==> src/fast_lock_pkg.sv <==
// ==========================================================
// Shared constants for the fast-lock profile store
// ==========================================================
package fast_lock_pkg;

  // ==========================================================
  // Bus and storage geometry
  // ==========================================================
  localparam int unsigned ADDR_W   = 12;  // APB byte address width
  localparam int unsigned DATA_W   = 32;  // APB data width
  localparam int unsigned BYTE_W   = 8;   // Register and word width
  localparam int unsigned PROF_W   = 3;   // Profile number width
  localparam int unsigned WSEL_W   = 4;   // Word index width
  localparam int unsigned SLOT_W   = PROF_W + WSEL_W;
  localparam int unsigned WORDS    = 16;  // Words per profile
  localparam int unsigned SLOTS    = 128; // Words in the store

  // ==========================================================
  // Register indices and byte addresses (index times four)
  // ==========================================================
  localparam logic [11:0] IDX_SETUP = 12'h25A; // Fast-lock setup
  localparam logic [11:0] IDX_DELAY = 12'h25B; // Init delay
  localparam logic [11:0] IDX_ADDR  = 12'h25C; // Program address
  localparam logic [11:0] IDX_DATA  = 12'h25D; // Program data
  localparam logic [11:0] IDX_READ  = 12'h25E; // Program read data
  localparam logic [11:0] IDX_CTRL  = 12'h25F; // Program control
  localparam logic [11:0] ADR_SETUP = {IDX_SETUP[9:0], 2'b00};
  localparam logic [11:0] ADR_DELAY = {IDX_DELAY[9:0], 2'b00};
  localparam logic [11:0] ADR_ADDR  = {IDX_ADDR[9:0], 2'b00};
  localparam logic [11:0] ADR_DATA  = {IDX_DATA[9:0], 2'b00};
  localparam logic [11:0] ADR_READ  = {IDX_READ[9:0], 2'b00};
  localparam logic [11:0] ADR_CTRL  = {IDX_CTRL[9:0], 2'b00};

  // ==========================================================
  // Field positions and reset values
  // ==========================================================
  localparam int unsigned SETUP_PROF_LSB = 5; // Profile in bits 7:5
  localparam int unsigned SETUP_PIN_BIT  = 1; // Pin select flag
  localparam int unsigned SETUP_EN_BIT   = 0; // Fast-lock enable
  localparam int unsigned CTRL_WR_BIT    = 1; // Program write
  localparam int unsigned CTRL_CLK_BIT   = 0; // Program clock enable
  localparam int unsigned PADDR_HIGH_BIT = 7; // Top of profile nibble
  localparam logic [7:0]  RST_BYTE       = 8'h00;

  // ==========================================================
  // Configuration word indices
  // ==========================================================
  localparam int unsigned W_INT_LO  = 0;
  localparam int unsigned W_INT_HI  = 1;
  localparam int unsigned W_FRAC_0  = 2;
  localparam int unsigned W_FRAC_1  = 3;
  localparam int unsigned W_FRAC_2  = 4;
  localparam int unsigned W_VCO     = 5;
  localparam int unsigned W_TCF_CP  = 6;
  localparam int unsigned W_CP      = 7;
  localparam int unsigned W_R3      = 8;
  localparam int unsigned W_C3      = 9;
  localparam int unsigned W_C1C2    = 10;
  localparam int unsigned W_R1      = 11;
  localparam int unsigned W_DIV     = 12;
  localparam int unsigned W_CAL     = 13;
  localparam int unsigned W_TUNE    = 14;
  localparam int unsigned W_LVL     = 15;

  // ==========================================================
  // Field slices of a configuration word
  // ==========================================================
  function automatic logic [3:0] hi_nib(input logic [7:0] b);
    return b[7:4];
  endfunction
  function automatic logic [3:0] lo_nib(input logic [7:0] b);
    return b[3:0];
  endfunction
  function automatic logic [2:0] bits_6_4(input logic [7:0] b);
    return b[6:4];
  endfunction
  function automatic logic [1:0] bits_7_6(input logic [7:0] b);
    return b[7:6];
  endfunction
  function automatic logic [5:0] bits_5_0(input logic [7:0] b);
    return b[5:0];
  endfunction
  function automatic logic [6:0] bits_7_1(input logic [7:0] b);
    return b[7:1];
  endfunction
  function automatic logic [6:0] bits_6_0(input logic [7:0] b);
    return b[6:0];
  endfunction
  function automatic logic [2:0] bits_2_0(input logic [7:0] b);
    return b[2:0];
  endfunction

endpackage

==> src/profile_if.sv <==
`timescale 1ns/1ps
// ==========================================================
// Link between the register front end and the profile array
// ==========================================================
interface profile_if;
  logic                                   wr_en;     // Commit strobe
  logic [fast_lock_pkg::SLOT_W-1:0]       wr_slot;   // Profile and word
  logic [fast_lock_pkg::BYTE_W-1:0]       wr_data;   // Word to store
  logic [fast_lock_pkg::SLOT_W-1:0]       rd_slot;   // Readback slot
  logic [fast_lock_pkg::BYTE_W-1:0]       rd_data;   // Readback word
  logic [fast_lock_pkg::PROF_W-1:0]       act_prof;  // Active profile
  logic [fast_lock_pkg::WORDS*8-1:0]      act_words; // Active words

  modport ctrl (output wr_en, wr_slot, wr_data, rd_slot, act_prof,
                input rd_data, act_words);
  modport store (input wr_en, wr_slot, wr_data, rd_slot, act_prof,
                 output rd_data, act_words);
endinterface

==> src/profile_array.sv <==
`timescale 1ns/1ps
// ==========================================================
// Eight profiles of sixteen words each
// ==========================================================
module profile_array (
  input  wire logic sys_clk,       // System clock
  input  wire logic rst_b,         // Synchronous reset, active low
  profile_if.store  pif            // Store side of the link
);

  logic [7:0] mem [fast_lock_pkg::SLOTS]; // Word storage

  // Clear on reset, store a committed word otherwise
  always_ff @(posedge sys_clk)
  begin
    if (!rst_b)
    begin
      for (int i = 0; i < fast_lock_pkg::SLOTS; i++)
        mem[i] <= fast_lock_pkg::RST_BYTE;
    end
    else if (pif.wr_en)
      mem[pif.wr_slot] <= pif.wr_data;
  end

  // Readback of any slot
  assign pif.rd_data = mem[pif.rd_slot];

  // All words of the active profile side by side
  genvar g;
  generate
    for (g = 0; g < fast_lock_pkg::WORDS; g++)
    begin : g_act
      assign pif.act_words[g*8 +: 8] = mem[{pif.act_prof, 4'(g)}];
    end
  endgenerate

endmodule

==> src/wide_bw_timer.sv <==
`timescale 1ns/1ps
// ==========================================================
// Holds the wide-bandwidth phase after a profile switch
// ==========================================================
module wide_bw_timer (
  input  wire logic       sys_clk,  // System clock
  input  wire logic       rst_b,    // Synchronous reset, active low
  input  wire logic       start,    // Profile switch pulse
  input  wire logic [7:0] delay,    // Phase length in cycles
  output logic            active    // Wide-bandwidth phase running
);

  logic [7:0] cnt_r; // Cycles left in the phase

  // Reload on a switch, count down to zero
  always_ff @(posedge sys_clk)
  begin
    if (!rst_b)
      cnt_r <= fast_lock_pkg::RST_BYTE;
    else if (start)
      cnt_r <= delay;
    else if (cnt_r != fast_lock_pkg::RST_BYTE)
      cnt_r <= cnt_r - 8'h01;
  end

  assign active = (cnt_r != fast_lock_pkg::RST_BYTE);

endmodule

==> src/fast_lock_store.sv <==
// Design decisions made here: the APB register port and the placing of the registers.
`timescale 1ns/1ps
module fast_lock_store (
  input  wire logic        sys_clk,                 // 20 MHz clock
  input  wire logic        rst_b,                   // Sync reset, low
  input  wire logic        psel,                    // APB select
  input  wire logic        penable,                 // APB enable
  input  wire logic        pwrite,                  // APB direction
  input  wire logic [11:0] paddr,                   // APB address
  input  wire logic [31:0] pwdata,                  // APB write data
  output logic      [31:0] prdata,                  // APB read data
  output logic             pready,                  // APB ready
  output logic             pslverr,                 // APB error
  output logic             lock_enable,             // Fast-lock on
  output logic             pin_select,              // Pin select flag
  output logic      [2:0]  active_profile,          // Selected profile
  output logic             wide_bw,                 // Initial phase
  output logic      [10:0] synth_int,               // Integer word
  output logic      [22:0] synth_frac,              // Fractional word
  output logic      [2:0]  vco_bias_ref,            // Bias reference
  output logic      [3:0]  varactor,                // Varactor setting
  output logic      [1:0]  bias_tcf,                // Bias tempco
  output logic      [5:0]  init_cp_current,         // Initial pump
  output logic      [5:0]  cp_current,              // Pump current
  output logic      [3:0]  third_res,               // Third resistor
  output logic      [3:0]  initial_third_resistor,  // Its initial value
  output logic      [3:0]  third_cap,               // Third capacitor
  output logic      [3:0]  initial_third_capacitor, // Its initial value
  output logic      [3:0]  first_cap,               // First capacitor
  output logic      [3:0]  second_cap,              // Second capacitor
  output logic      [3:0]  first_res,               // First resistor
  output logic      [3:0]  initial_first_resistor,  // Its initial value
  output logic      [2:0]  varactor_ref_tcf,        // Varactor tempco
  output logic      [3:0]  vco_divider,             // Output divider
  output logic      [3:0]  vco_cal_offset,          // Cal offset
  output logic      [3:0]  varactor_ref,            // Varactor ref
  output logic      [8:0]  force_tune,              // Forced tune
  output logic      [6:0]  level_control_word       // Forced level
);

  // ==========================================================
  // Address decode
  // ==========================================================
  function automatic logic hit(input logic [11:0] a, input logic [11:0] r);
    return (a == r);
  endfunction

  profile_if pif ();

  logic        setup_ph;   // APB setup cycle
  logic        wr_acc;     // Write taking effect
  logic        sel_setup;  // Setup register addressed
  logic        sel_delay;  // Delay register addressed
  logic        sel_addr;   // Address register addressed
  logic        sel_data;   // Data register addressed
  logic        sel_read;   // Read register addressed
  logic        sel_ctrl;   // Control register addressed
  logic        mapped;     // Any register addressed
  logic        commit;     // Store one word now
  logic        sw_start;   // Profile switch pulse
  logic [7:0]  rd_mux;     // Selected read byte
  logic [7:0]  w [16];     // Words of the active profile

  assign setup_ph  = psel & ~penable;
  assign wr_acc    = psel & penable & pwrite;
  assign sel_setup = hit(paddr, fast_lock_pkg::ADR_SETUP);
  assign sel_delay = hit(paddr, fast_lock_pkg::ADR_DELAY);
  assign sel_addr  = hit(paddr, fast_lock_pkg::ADR_ADDR);
  assign sel_data  = hit(paddr, fast_lock_pkg::ADR_DATA);
  assign sel_read  = hit(paddr, fast_lock_pkg::ADR_READ);
  assign sel_ctrl  = hit(paddr, fast_lock_pkg::ADR_CTRL);
  assign mapped    = sel_setup | sel_delay | sel_addr | sel_data | sel_read | sel_ctrl;

  // ==========================================================
  // Software registers
  // ==========================================================
  logic [7:0]  setup_r;    // Profile, pin select, enable
  logic [7:0]  delay_r;    // Initial phase length
  logic [7:0]  addr_r;     // Program address byte
  logic [7:0]  data_r;     // Program data byte
  logic [7:0]  ctrl_r;     // Program control byte
  logic [31:0] prdata_r;   // Latched read data
  logic        slverr_r;   // Latched error answer

  // Register writes at the access edge
  always_ff @(posedge sys_clk)
  begin
    if (!rst_b)
    begin
      setup_r <= fast_lock_pkg::RST_BYTE;
      delay_r <= fast_lock_pkg::RST_BYTE;
      addr_r  <= fast_lock_pkg::RST_BYTE;
      data_r  <= fast_lock_pkg::RST_BYTE;
      ctrl_r  <= fast_lock_pkg::RST_BYTE;
    end
    else if (wr_acc)
    begin
      if (sel_setup)
        setup_r <= pwdata[7:0];
      if (sel_delay)
        delay_r <= pwdata[7:0];
      if (sel_addr)
        addr_r <= pwdata[7:0];
      if (sel_data)
        data_r <= pwdata[7:0];
      if (sel_ctrl)
        ctrl_r <= pwdata[7:0];
    end
  end

  // Read selection
  always_comb
  begin
    if (sel_setup)
      rd_mux = setup_r;
    else if (sel_delay)
      rd_mux = delay_r;
    else if (sel_addr)
      rd_mux = addr_r;
    else if (sel_data)
      rd_mux = data_r;
    else if (sel_read)
      rd_mux = addr_r[fast_lock_pkg::PADDR_HIGH_BIT] ? fast_lock_pkg::RST_BYTE : pif.rd_data;
    else if (sel_ctrl)
      rd_mux = ctrl_r;
    else
      rd_mux = fast_lock_pkg::RST_BYTE;
  end

  // Answer latched in the setup cycle, shown in the access cycle
  always_ff @(posedge sys_clk)
  begin
    if (!rst_b)
    begin
      prdata_r <= '0;
      slverr_r <= 1'b0;
    end
    else if (setup_ph)
    begin
      prdata_r <= {24'h000000, rd_mux};
      slverr_r <= ~mapped;
    end
  end

  assign prdata  = prdata_r;
  assign pready  = psel & penable;
  assign pslverr = psel & penable & slverr_r;

  // ==========================================================
  // Profile store link
  // ==========================================================
  // Commit only with both control bits set and a profile 0-7
  assign commit = wr_acc & sel_ctrl & pwdata[fast_lock_pkg::CTRL_WR_BIT]
                & pwdata[fast_lock_pkg::CTRL_CLK_BIT]
                & ~addr_r[fast_lock_pkg::PADDR_HIGH_BIT];

  assign pif.wr_en    = commit;
  assign pif.wr_slot  = addr_r[fast_lock_pkg::SLOT_W-1:0];
  assign pif.wr_data  = data_r;
  assign pif.rd_slot  = addr_r[fast_lock_pkg::SLOT_W-1:0];
  assign pif.act_prof = setup_r[7:fast_lock_pkg::SETUP_PROF_LSB];

  profile_array u_array (
    .sys_clk (sys_clk),
    .rst_b   (rst_b),
    .pif     (pif.store)
  );

  // Split the active profile into words
  genvar g;
  generate
    for (g = 0; g < fast_lock_pkg::WORDS; g++)
    begin : g_word
      assign w[g] = pif.act_words[g*8 +: 8];
    end
  endgenerate

  // ==========================================================
  // Setup outputs and initial phase
  // ==========================================================
  assign lock_enable    = setup_r[fast_lock_pkg::SETUP_EN_BIT];
  assign pin_select     = setup_r[fast_lock_pkg::SETUP_PIN_BIT];
  assign active_profile = setup_r[7:fast_lock_pkg::SETUP_PROF_LSB];
  assign sw_start = wr_acc & sel_setup & pwdata[fast_lock_pkg::SETUP_EN_BIT];

  wide_bw_timer u_timer (
    .sys_clk (sys_clk),
    .rst_b   (rst_b),
    .start   (sw_start),
    .delay   (delay_r),
    .active  (wide_bw)
  );

  // ==========================================================
  // Field unpacking of the active profile
  // ==========================================================
  // Fields follow the stored words while fast-lock is enabled
  always_ff @(posedge sys_clk)
  begin
    if (!rst_b)
    begin
      synth_int               <= '0;
      synth_frac              <= '0;
      vco_bias_ref            <= '0;
      varactor                <= '0;
      bias_tcf                <= '0;
      init_cp_current         <= '0;
      cp_current              <= '0;
      third_res               <= '0;
      initial_third_resistor  <= '0;
      third_cap               <= '0;
      initial_third_capacitor <= '0;
      first_cap               <= '0;
      second_cap              <= '0;
      first_res               <= '0;
      initial_first_resistor  <= '0;
      varactor_ref_tcf        <= '0;
      vco_divider             <= '0;
      vco_cal_offset          <= '0;
      varactor_ref            <= '0;
      force_tune              <= '0;
      level_control_word      <= '0;
    end
    else if (lock_enable)
    begin
      synth_int <= {fast_lock_pkg::bits_2_0(w[fast_lock_pkg::W_INT_HI]),
                    w[fast_lock_pkg::W_INT_LO]};
      synth_frac <= {fast_lock_pkg::bits_6_0(w[fast_lock_pkg::W_FRAC_2]),
                     w[fast_lock_pkg::W_FRAC_1], w[fast_lock_pkg::W_FRAC_0]};
      vco_bias_ref <= fast_lock_pkg::bits_6_4(w[fast_lock_pkg::W_VCO]);
      varactor <= fast_lock_pkg::lo_nib(w[fast_lock_pkg::W_VCO]);
      bias_tcf <= fast_lock_pkg::bits_7_6(w[fast_lock_pkg::W_TCF_CP]);
      init_cp_current <= fast_lock_pkg::bits_5_0(w[fast_lock_pkg::W_TCF_CP]);
      cp_current <= fast_lock_pkg::bits_5_0(w[fast_lock_pkg::W_CP]);
      third_res <= fast_lock_pkg::hi_nib(w[fast_lock_pkg::W_R3]);
      initial_third_resistor <= fast_lock_pkg::lo_nib(w[fast_lock_pkg::W_R3]);
      third_cap <= fast_lock_pkg::hi_nib(w[fast_lock_pkg::W_C3]);
      initial_third_capacitor <= fast_lock_pkg::lo_nib(w[fast_lock_pkg::W_C3]);
      first_cap <= fast_lock_pkg::hi_nib(w[fast_lock_pkg::W_C1C2]);
      second_cap <= fast_lock_pkg::lo_nib(w[fast_lock_pkg::W_C1C2]);
      first_res <= fast_lock_pkg::hi_nib(w[fast_lock_pkg::W_R1]);
      initial_first_resistor <= fast_lock_pkg::lo_nib(w[fast_lock_pkg::W_R1]);
      varactor_ref_tcf <= fast_lock_pkg::bits_6_4(w[fast_lock_pkg::W_DIV]);
      vco_divider <= fast_lock_pkg::lo_nib(w[fast_lock_pkg::W_DIV]);
      vco_cal_offset <= fast_lock_pkg::hi_nib(w[fast_lock_pkg::W_CAL]);
      varactor_ref <= fast_lock_pkg::lo_nib(w[fast_lock_pkg::W_CAL]);
      force_tune <= {w[fast_lock_pkg::W_LVL][0], w[fast_lock_pkg::W_TUNE]};
      level_control_word <= fast_lock_pkg::bits_7_1(w[fast_lock_pkg::W_LVL]);
    end
  end
endmodule

==> config.mk <==
export PLATFORM = sky130hd
export DESIGN_NAME = fast_lock_store
export DESIGN_NICKNAME = d
export VERILOG_FILES = /design/src/fast_lock_pkg.sv /design/src/profile_if.sv /design/src/profile_array.sv /design/src/wide_bw_timer.sv /design/src/fast_lock_store.sv
export SDC_FILE = /design/constraint.sdc
export NUM_CORES = 2
export LEC_CHECK = 0
export BUFFER_PORTS_ARGS = -buffer_cell sky130_fd_sc_hd__buf_2
export CAP_MARGIN = 40
export CORE_ASPECT_RATIO = 2
export CORE_MARGIN = 4
export CORE_UTILIZATION = 30
export CTS_CLUSTER_SIZE = 40
export DETAILED_ROUTE_END_ITERATION = 6
export MAX_ROUTING_LAYER = met4
export RECOVER_POWER = 100
export SLEW_MARGIN = 20
export SYNTH_ARGS = -nofsm -noshare
export SYNTH_HDL_FRONTEND = slang
export SYNTH_SLANG_ARGS = --single-unit
export TNS_END_PERCENT = 10
==> constraint.sdc <==
create_clock -name sys_clk -period 5.15 [get_ports sys_clk]
set_input_delay 1.03 -clock sys_clk [delete_from_list [all_inputs] [get_ports sys_clk]]
set_output_delay 1.03 -clock sys_clk [all_outputs]
set_load 0.02 [all_outputs]
* Word-level counts from Yosys, hierarchy flattened
Memory sizes are Yosys's and may differ from the RTL's. A register that Yosys moved wholly into a read port is not among the register bits.
Index checks and enable logic that the tools add are counted.
** Storage, ports and cells
- Register bits :: 57
- Bits in writable memories :: 1024
- Input bits :: 49
- Memories kept :: 1
** Cells by class
- Add/sub/neg operators :: 1
- Equality and inequality tests :: 6
- Mux-type cells :: 18
- Bitwise logic cells :: 18
- Reductions and logical operators :: 24
** Memories
- u_array.mem :: depth 128, width 8, read ports 17, clocked after Yosys merged registers in 17, write ports 128, RTL line profile_array.sv:11 : logic [7:0] mem [fast_lock_pkg::SLOTS];
** Operators with widths (number)
- two-way mux 8 bit :: 10
- == test 12 bit, second input constant :: 6
- two-way mux 7 bit :: 3
- zero test 1 bit :: 16
- bitwise AND 1 bit :: 10
- AND reduction 2 bit :: 5
- nonzero test 8 bit :: 1
- OR reduction 8 bit :: 1
- subtractor 8 x 1 -> 8 bit, second input constant :: 1
- two-way mux 1 bit :: 5
- OR 1 bit :: 5
- inverter 1 bit :: 3
- nonzero test 2 bit :: 1

* Depth between registers and ports, before layout
- Word-level depth :: 11
- Mapped depth :: 12
- Depth with buffers taken out :: 8

* Modules after synthesis
From an unflattened synthesis, not the netlist that was laid out.
** Second synthesis, totals
- Cell total of the unflattened synthesis :: 4119
- Area, all modules :: 61844.3 µm²
** By module, submodules not included
- profile_array :: times used 1, cells an instance 3387, area an instance 54612.4 µm², sequential area each 30749.5 µm²
- fast_lock_store :: times used 1, cells an instance 678, area an instance 6751.5 µm², sequential area each 3343.2 µm²
- wide_bw_timer :: times used 1, cells an instance 54, area an instance 480.5 µm², sequential area each 160.2 µm²

* Worst setup path after synthesis
OpenSTA, ideal clock, no wires.
- Path type :: input-to-reg
- From :: in paddr[10]
- To :: mem u_array.mem[27][0] (enable)
- Arrival :: 3.199 ns
- Slack :: 1.567 ns
- Stages :: 10
- Buffers on the path :: 4
- Cells stage by stage :: and4bb_1 -> and4b_1 -> buf_2 -> and3_1 -> buf_4 -> and3_1 -> buf_4 -> nand2_2 -> buf_2 -> o21ai_0
** RTL lines
- start, declared :: RTL line fast_lock_store.sv:9 : input wire logic [11:0] paddr,
- end, declared :: RTL line profile_array.sv:11

==> impl_metrics.env <==
export IMPL_leakage_nw=19.9
export IMPL_whs_ps=477
export IMPL_fin_crit_ps=4520
export IMPL_rsz0062_at_grt="no"
export IMPL_crit_arrival_ps=4890
export IMPL_slew_headroom_pct=-72.2
export IMPL_synth_area_leader_cell="edfxtp_1"
export IMPL_hold_start="synth_frac[14]"
export IMPL_failed_checks="capacitance limit, slew limit"
export IMPL_cts_max_level=3
export IMPL_synth_distinct_cells=63
export IMPL_rows=230
export IMPL_area_delta_synth_final_pct=13.5
export IMPL_synth_seq_area_share_pct=58.2
export IMPL_dieArea_um2=205000
export IMPL_yosysTopAreaCellShare_pct=52.0
export IMPL_fp_dieH_um=636
export IMPL_powerDensity_nw_per_um2=316
export IMPL_rr_worst_depth=6
export IMPL_start_util_pct=30.1
export IMPL_pre_cts_ws_ps=745
export IMPL_rrSetupSlack_ps=760
export IMPL_drive_above_1_share_pct=17.4
export IMPL_overflow=0
export IMPL_synth_seq_cells=1206
export IMPL_cts_sinks=1206
export IMPL_portBuffers=158
export IMPL_coreArea_um2=196000
export IMPL_status="complete, but fails checks"
export IMPL_seq_area_um2=34400
export IMPL_clock_skew_ps=42.7
export IMPL_drc=0
export IMPL_numCtsBuffers=105
export IMPL_antenna_found_initial=28
export IMPL_cp_max_fo=29
export IMPL_worst_slack_ps=633
export IMPL_cts_tree="built"
export IMPL_die_w_um=322
export IMPL_clockBufferDepth=3
export IMPL_num_nets_final=4679
export IMPL_fmax_mhz=221
export IMPL_grt_use_total_pct=30.7
export IMPL_critical_path_class="input pin to flop"
export IMPL_post_route_period_util_pct=87.7
export IMPL_fin_setup_tns_ps=0
export IMPL_gp_routability_congestion=1.07
export IMPL_hold_buffers=0
export IMPL_vdd_ir_drop_worst_mv=0.321
export IMPL_place_hpwl_um=236000
export IMPL_synth_area_top_cells="edfxtp_1, mux4_2, nor2_1, dfxtp_1, mux2i_1"
export IMPL_ant_nets=0
export IMPL_cp_end_kind="flop"
export IMPL_drt_iter0_markers=6350
export IMPL_post_drt_wl_per_cell_um=42.4
export IMPL_avgSynthCellArea_um2=13.5
export IMPL_synth_edf_count=1024
export IMPL_grt_pass1_wl_um=402000
export IMPL_cp_start_kind="input pin"
export IMPL_insertion_delay_ps=760
export IMPL_path_clk_slew_ps=70
export IMPL_r2r_end="initial_third_resistor[1]"
export IMPL_syn_inst=4363
export IMPL_slew_violations=157
export IMPL_hold_path_class="flop to flop"
export IMPL_final_util_pct=34.2
export IMPL_crit_required_ps=5520
export IMPL_grt_pass1_vias=42600
export IMPL_pin_count=207
export IMPL_wirelength_um=310000
export IMPL_vias_per_cell=5.96
export IMPL_synth_top_flop_cell="edfxtp_1"
export IMPL_whs_path_depth=1
export IMPL_synth_cell_area_um2=59100
export IMPL_cts_resized=0
export IMPL_vias=43500
export IMPL_min_to="synth_frac[14]"
export IMPL_grt_max_degree=129
export IMPL_setup_viol=0
export IMPL_yosys_warnings=0
export IMPL_rr_startpoint="setup_r[6]"
export IMPL_cts_root_buf="clkbuf_16"
export IMPL_drv_cap=7
export IMPL_worst_pin_slew_ps=2580
export IMPL_dr_pass1_iters=6
export IMPL_ys_async_sr_fraction_pct=0
export IMPL_fill_cells=19500
export IMPL_multi_input_area_um2=22900
export IMPL_post_cts_buffers=0
export IMPL_hold_viol=0
==> cells by family after synthesis <==
| group | after synthesis | share of synthesized area (%) |
|---|---|---|
| buf+inv | 415 | 3.34 |
| other cells | 1 | 0.00634 |
| flops | 1206 | 58.2 |
| simple gates | 1547 | 10.7 |
| mux | 718 | 21.9 |
| compound gates | 471 | 5.80 |
| fa+ha+maj | 1 | 0.0212 |
| xor+xnor | 4 | 0.0593 |
==> placed cells by master, fill, tap and decap left out, types with 9 or more instances in the layout <==
cell,count
a211oi_1,9
a21oi_1,23
a22oi_1,105
buf_12,23
buf_2,25
buf_4,97
bufinv_16,12
clkbuf_1,408
clkbuf_16,106
clkinv_1,15
clkinv_2,13
clkinvlp_4,11
conb_1,24
dfxtp_1,168
dfxtp_2,9
diode_2,28
edfxtp_1,1024
mux2i_1,252
mux4_2,460
nand2_1,310
nand3_1,29
nand4_1,20
nor2_1,1050
nor2b_1,63
nor3_1,21
o211a_1,122
o21ai_0,160
==> through the flow <==
step	power (W)	std cells	area [um^2]
final	0.0212	7302	67100
after global routing	0.0216	7291	67100
after CTS	0.0213	7267	68200
after detailed placement	0.0130	7067	64600
after global placement	0.0129	7047	64300
after floorplan	0.0120	4386	59200
==> report_power, final <==
part / leakage, nW / switching [W] / internal, W
clock: 1.68 / 0.00400 / 0.00447
combinational: 6.99 / 0.000838 / 0.000420
sequential: 11.2 / 0.000521 / 0.0110
==> metal layers <==
layer	up-vias	global-route usage (%)	part of all wire, %
li1	17000	-	-
met5	-	-	0
met4	0	35.7	16
met3	1139	5.56	7.1
met1	22500	28.1	29
met2	2913	50.0	48
==> worst max-delay path by stage <==
stage | slack, ps | endpoint | from
2_1_floorplan | 1570 | u_array.mem[27][0] | paddr[10]
3_3_place_gp | 740 | u_array.mem[108][7] | paddr[10]
3_5_place_dp | 740 | u_array.mem[108][7] | paddr[10]
4_1_cts | 1520 | u_array.mem[68][6] | paddr[10]
5_1_grt | 670 | u_array.mem[17][5] | paddr[10]
6_report | 630 | u_array.mem[37][0] | paddr[10]
==> cell type report <==
class                           instances  area share, %
Sequential cell                      1206           51.3
Multi-Input combinational cell       2765           34.2
Tap cell                             2552           4.76
Timing Repair Buffer                  543           4.37
Clock buffer                          134           4.12
Clock inverter                         66           1.13
Antenna cell                           28          0.104
Inverter                                8         0.0448
==> registers in the layout, summed over array words and instances, names as in the netlist, 6 cells and up, named ones only <==
register / count
delay_r: 8
force_tune: 9
u_timer.cnt_r: 8
u_array.mem: 1024
init_cp_current: 6
ctrl_r: 8
cp_current: 6
synth_int: 11
setup_r: 8
prdata: 8
addr_r: 8
synth_frac: 23
level_control_word: 7
data_r: 8
==> Yosys cell counts, types with 11 or more instances <==
cell      instances
clkbuf_1        178
nor2b_1          63
nand4_1          20
nand2_1         308
a22oi_1         106
buf_6            11
nand3_1          28
mux4_2          460
dfxtp_1         182
buf_4            46
buf_2           127
edfxtp_1       1024
a21oi_1          23
mux2i_1         254
o21ai_0         160
buf_1            45
o211a_1         122
nor3_1           20
nor2_1         1051
==> worst max-delay path: stages <==
cell,delay (ps)
buf_2,100
and4bb_1,310
and4b_1,420
and3_1,250
and3_1,380
clkbuf_1,250
nand2_8,250
clkbuf_1,770
o21ai_0,460
clkbuf_1,610
No activity file was read; power rests on OpenSTA's default activity.
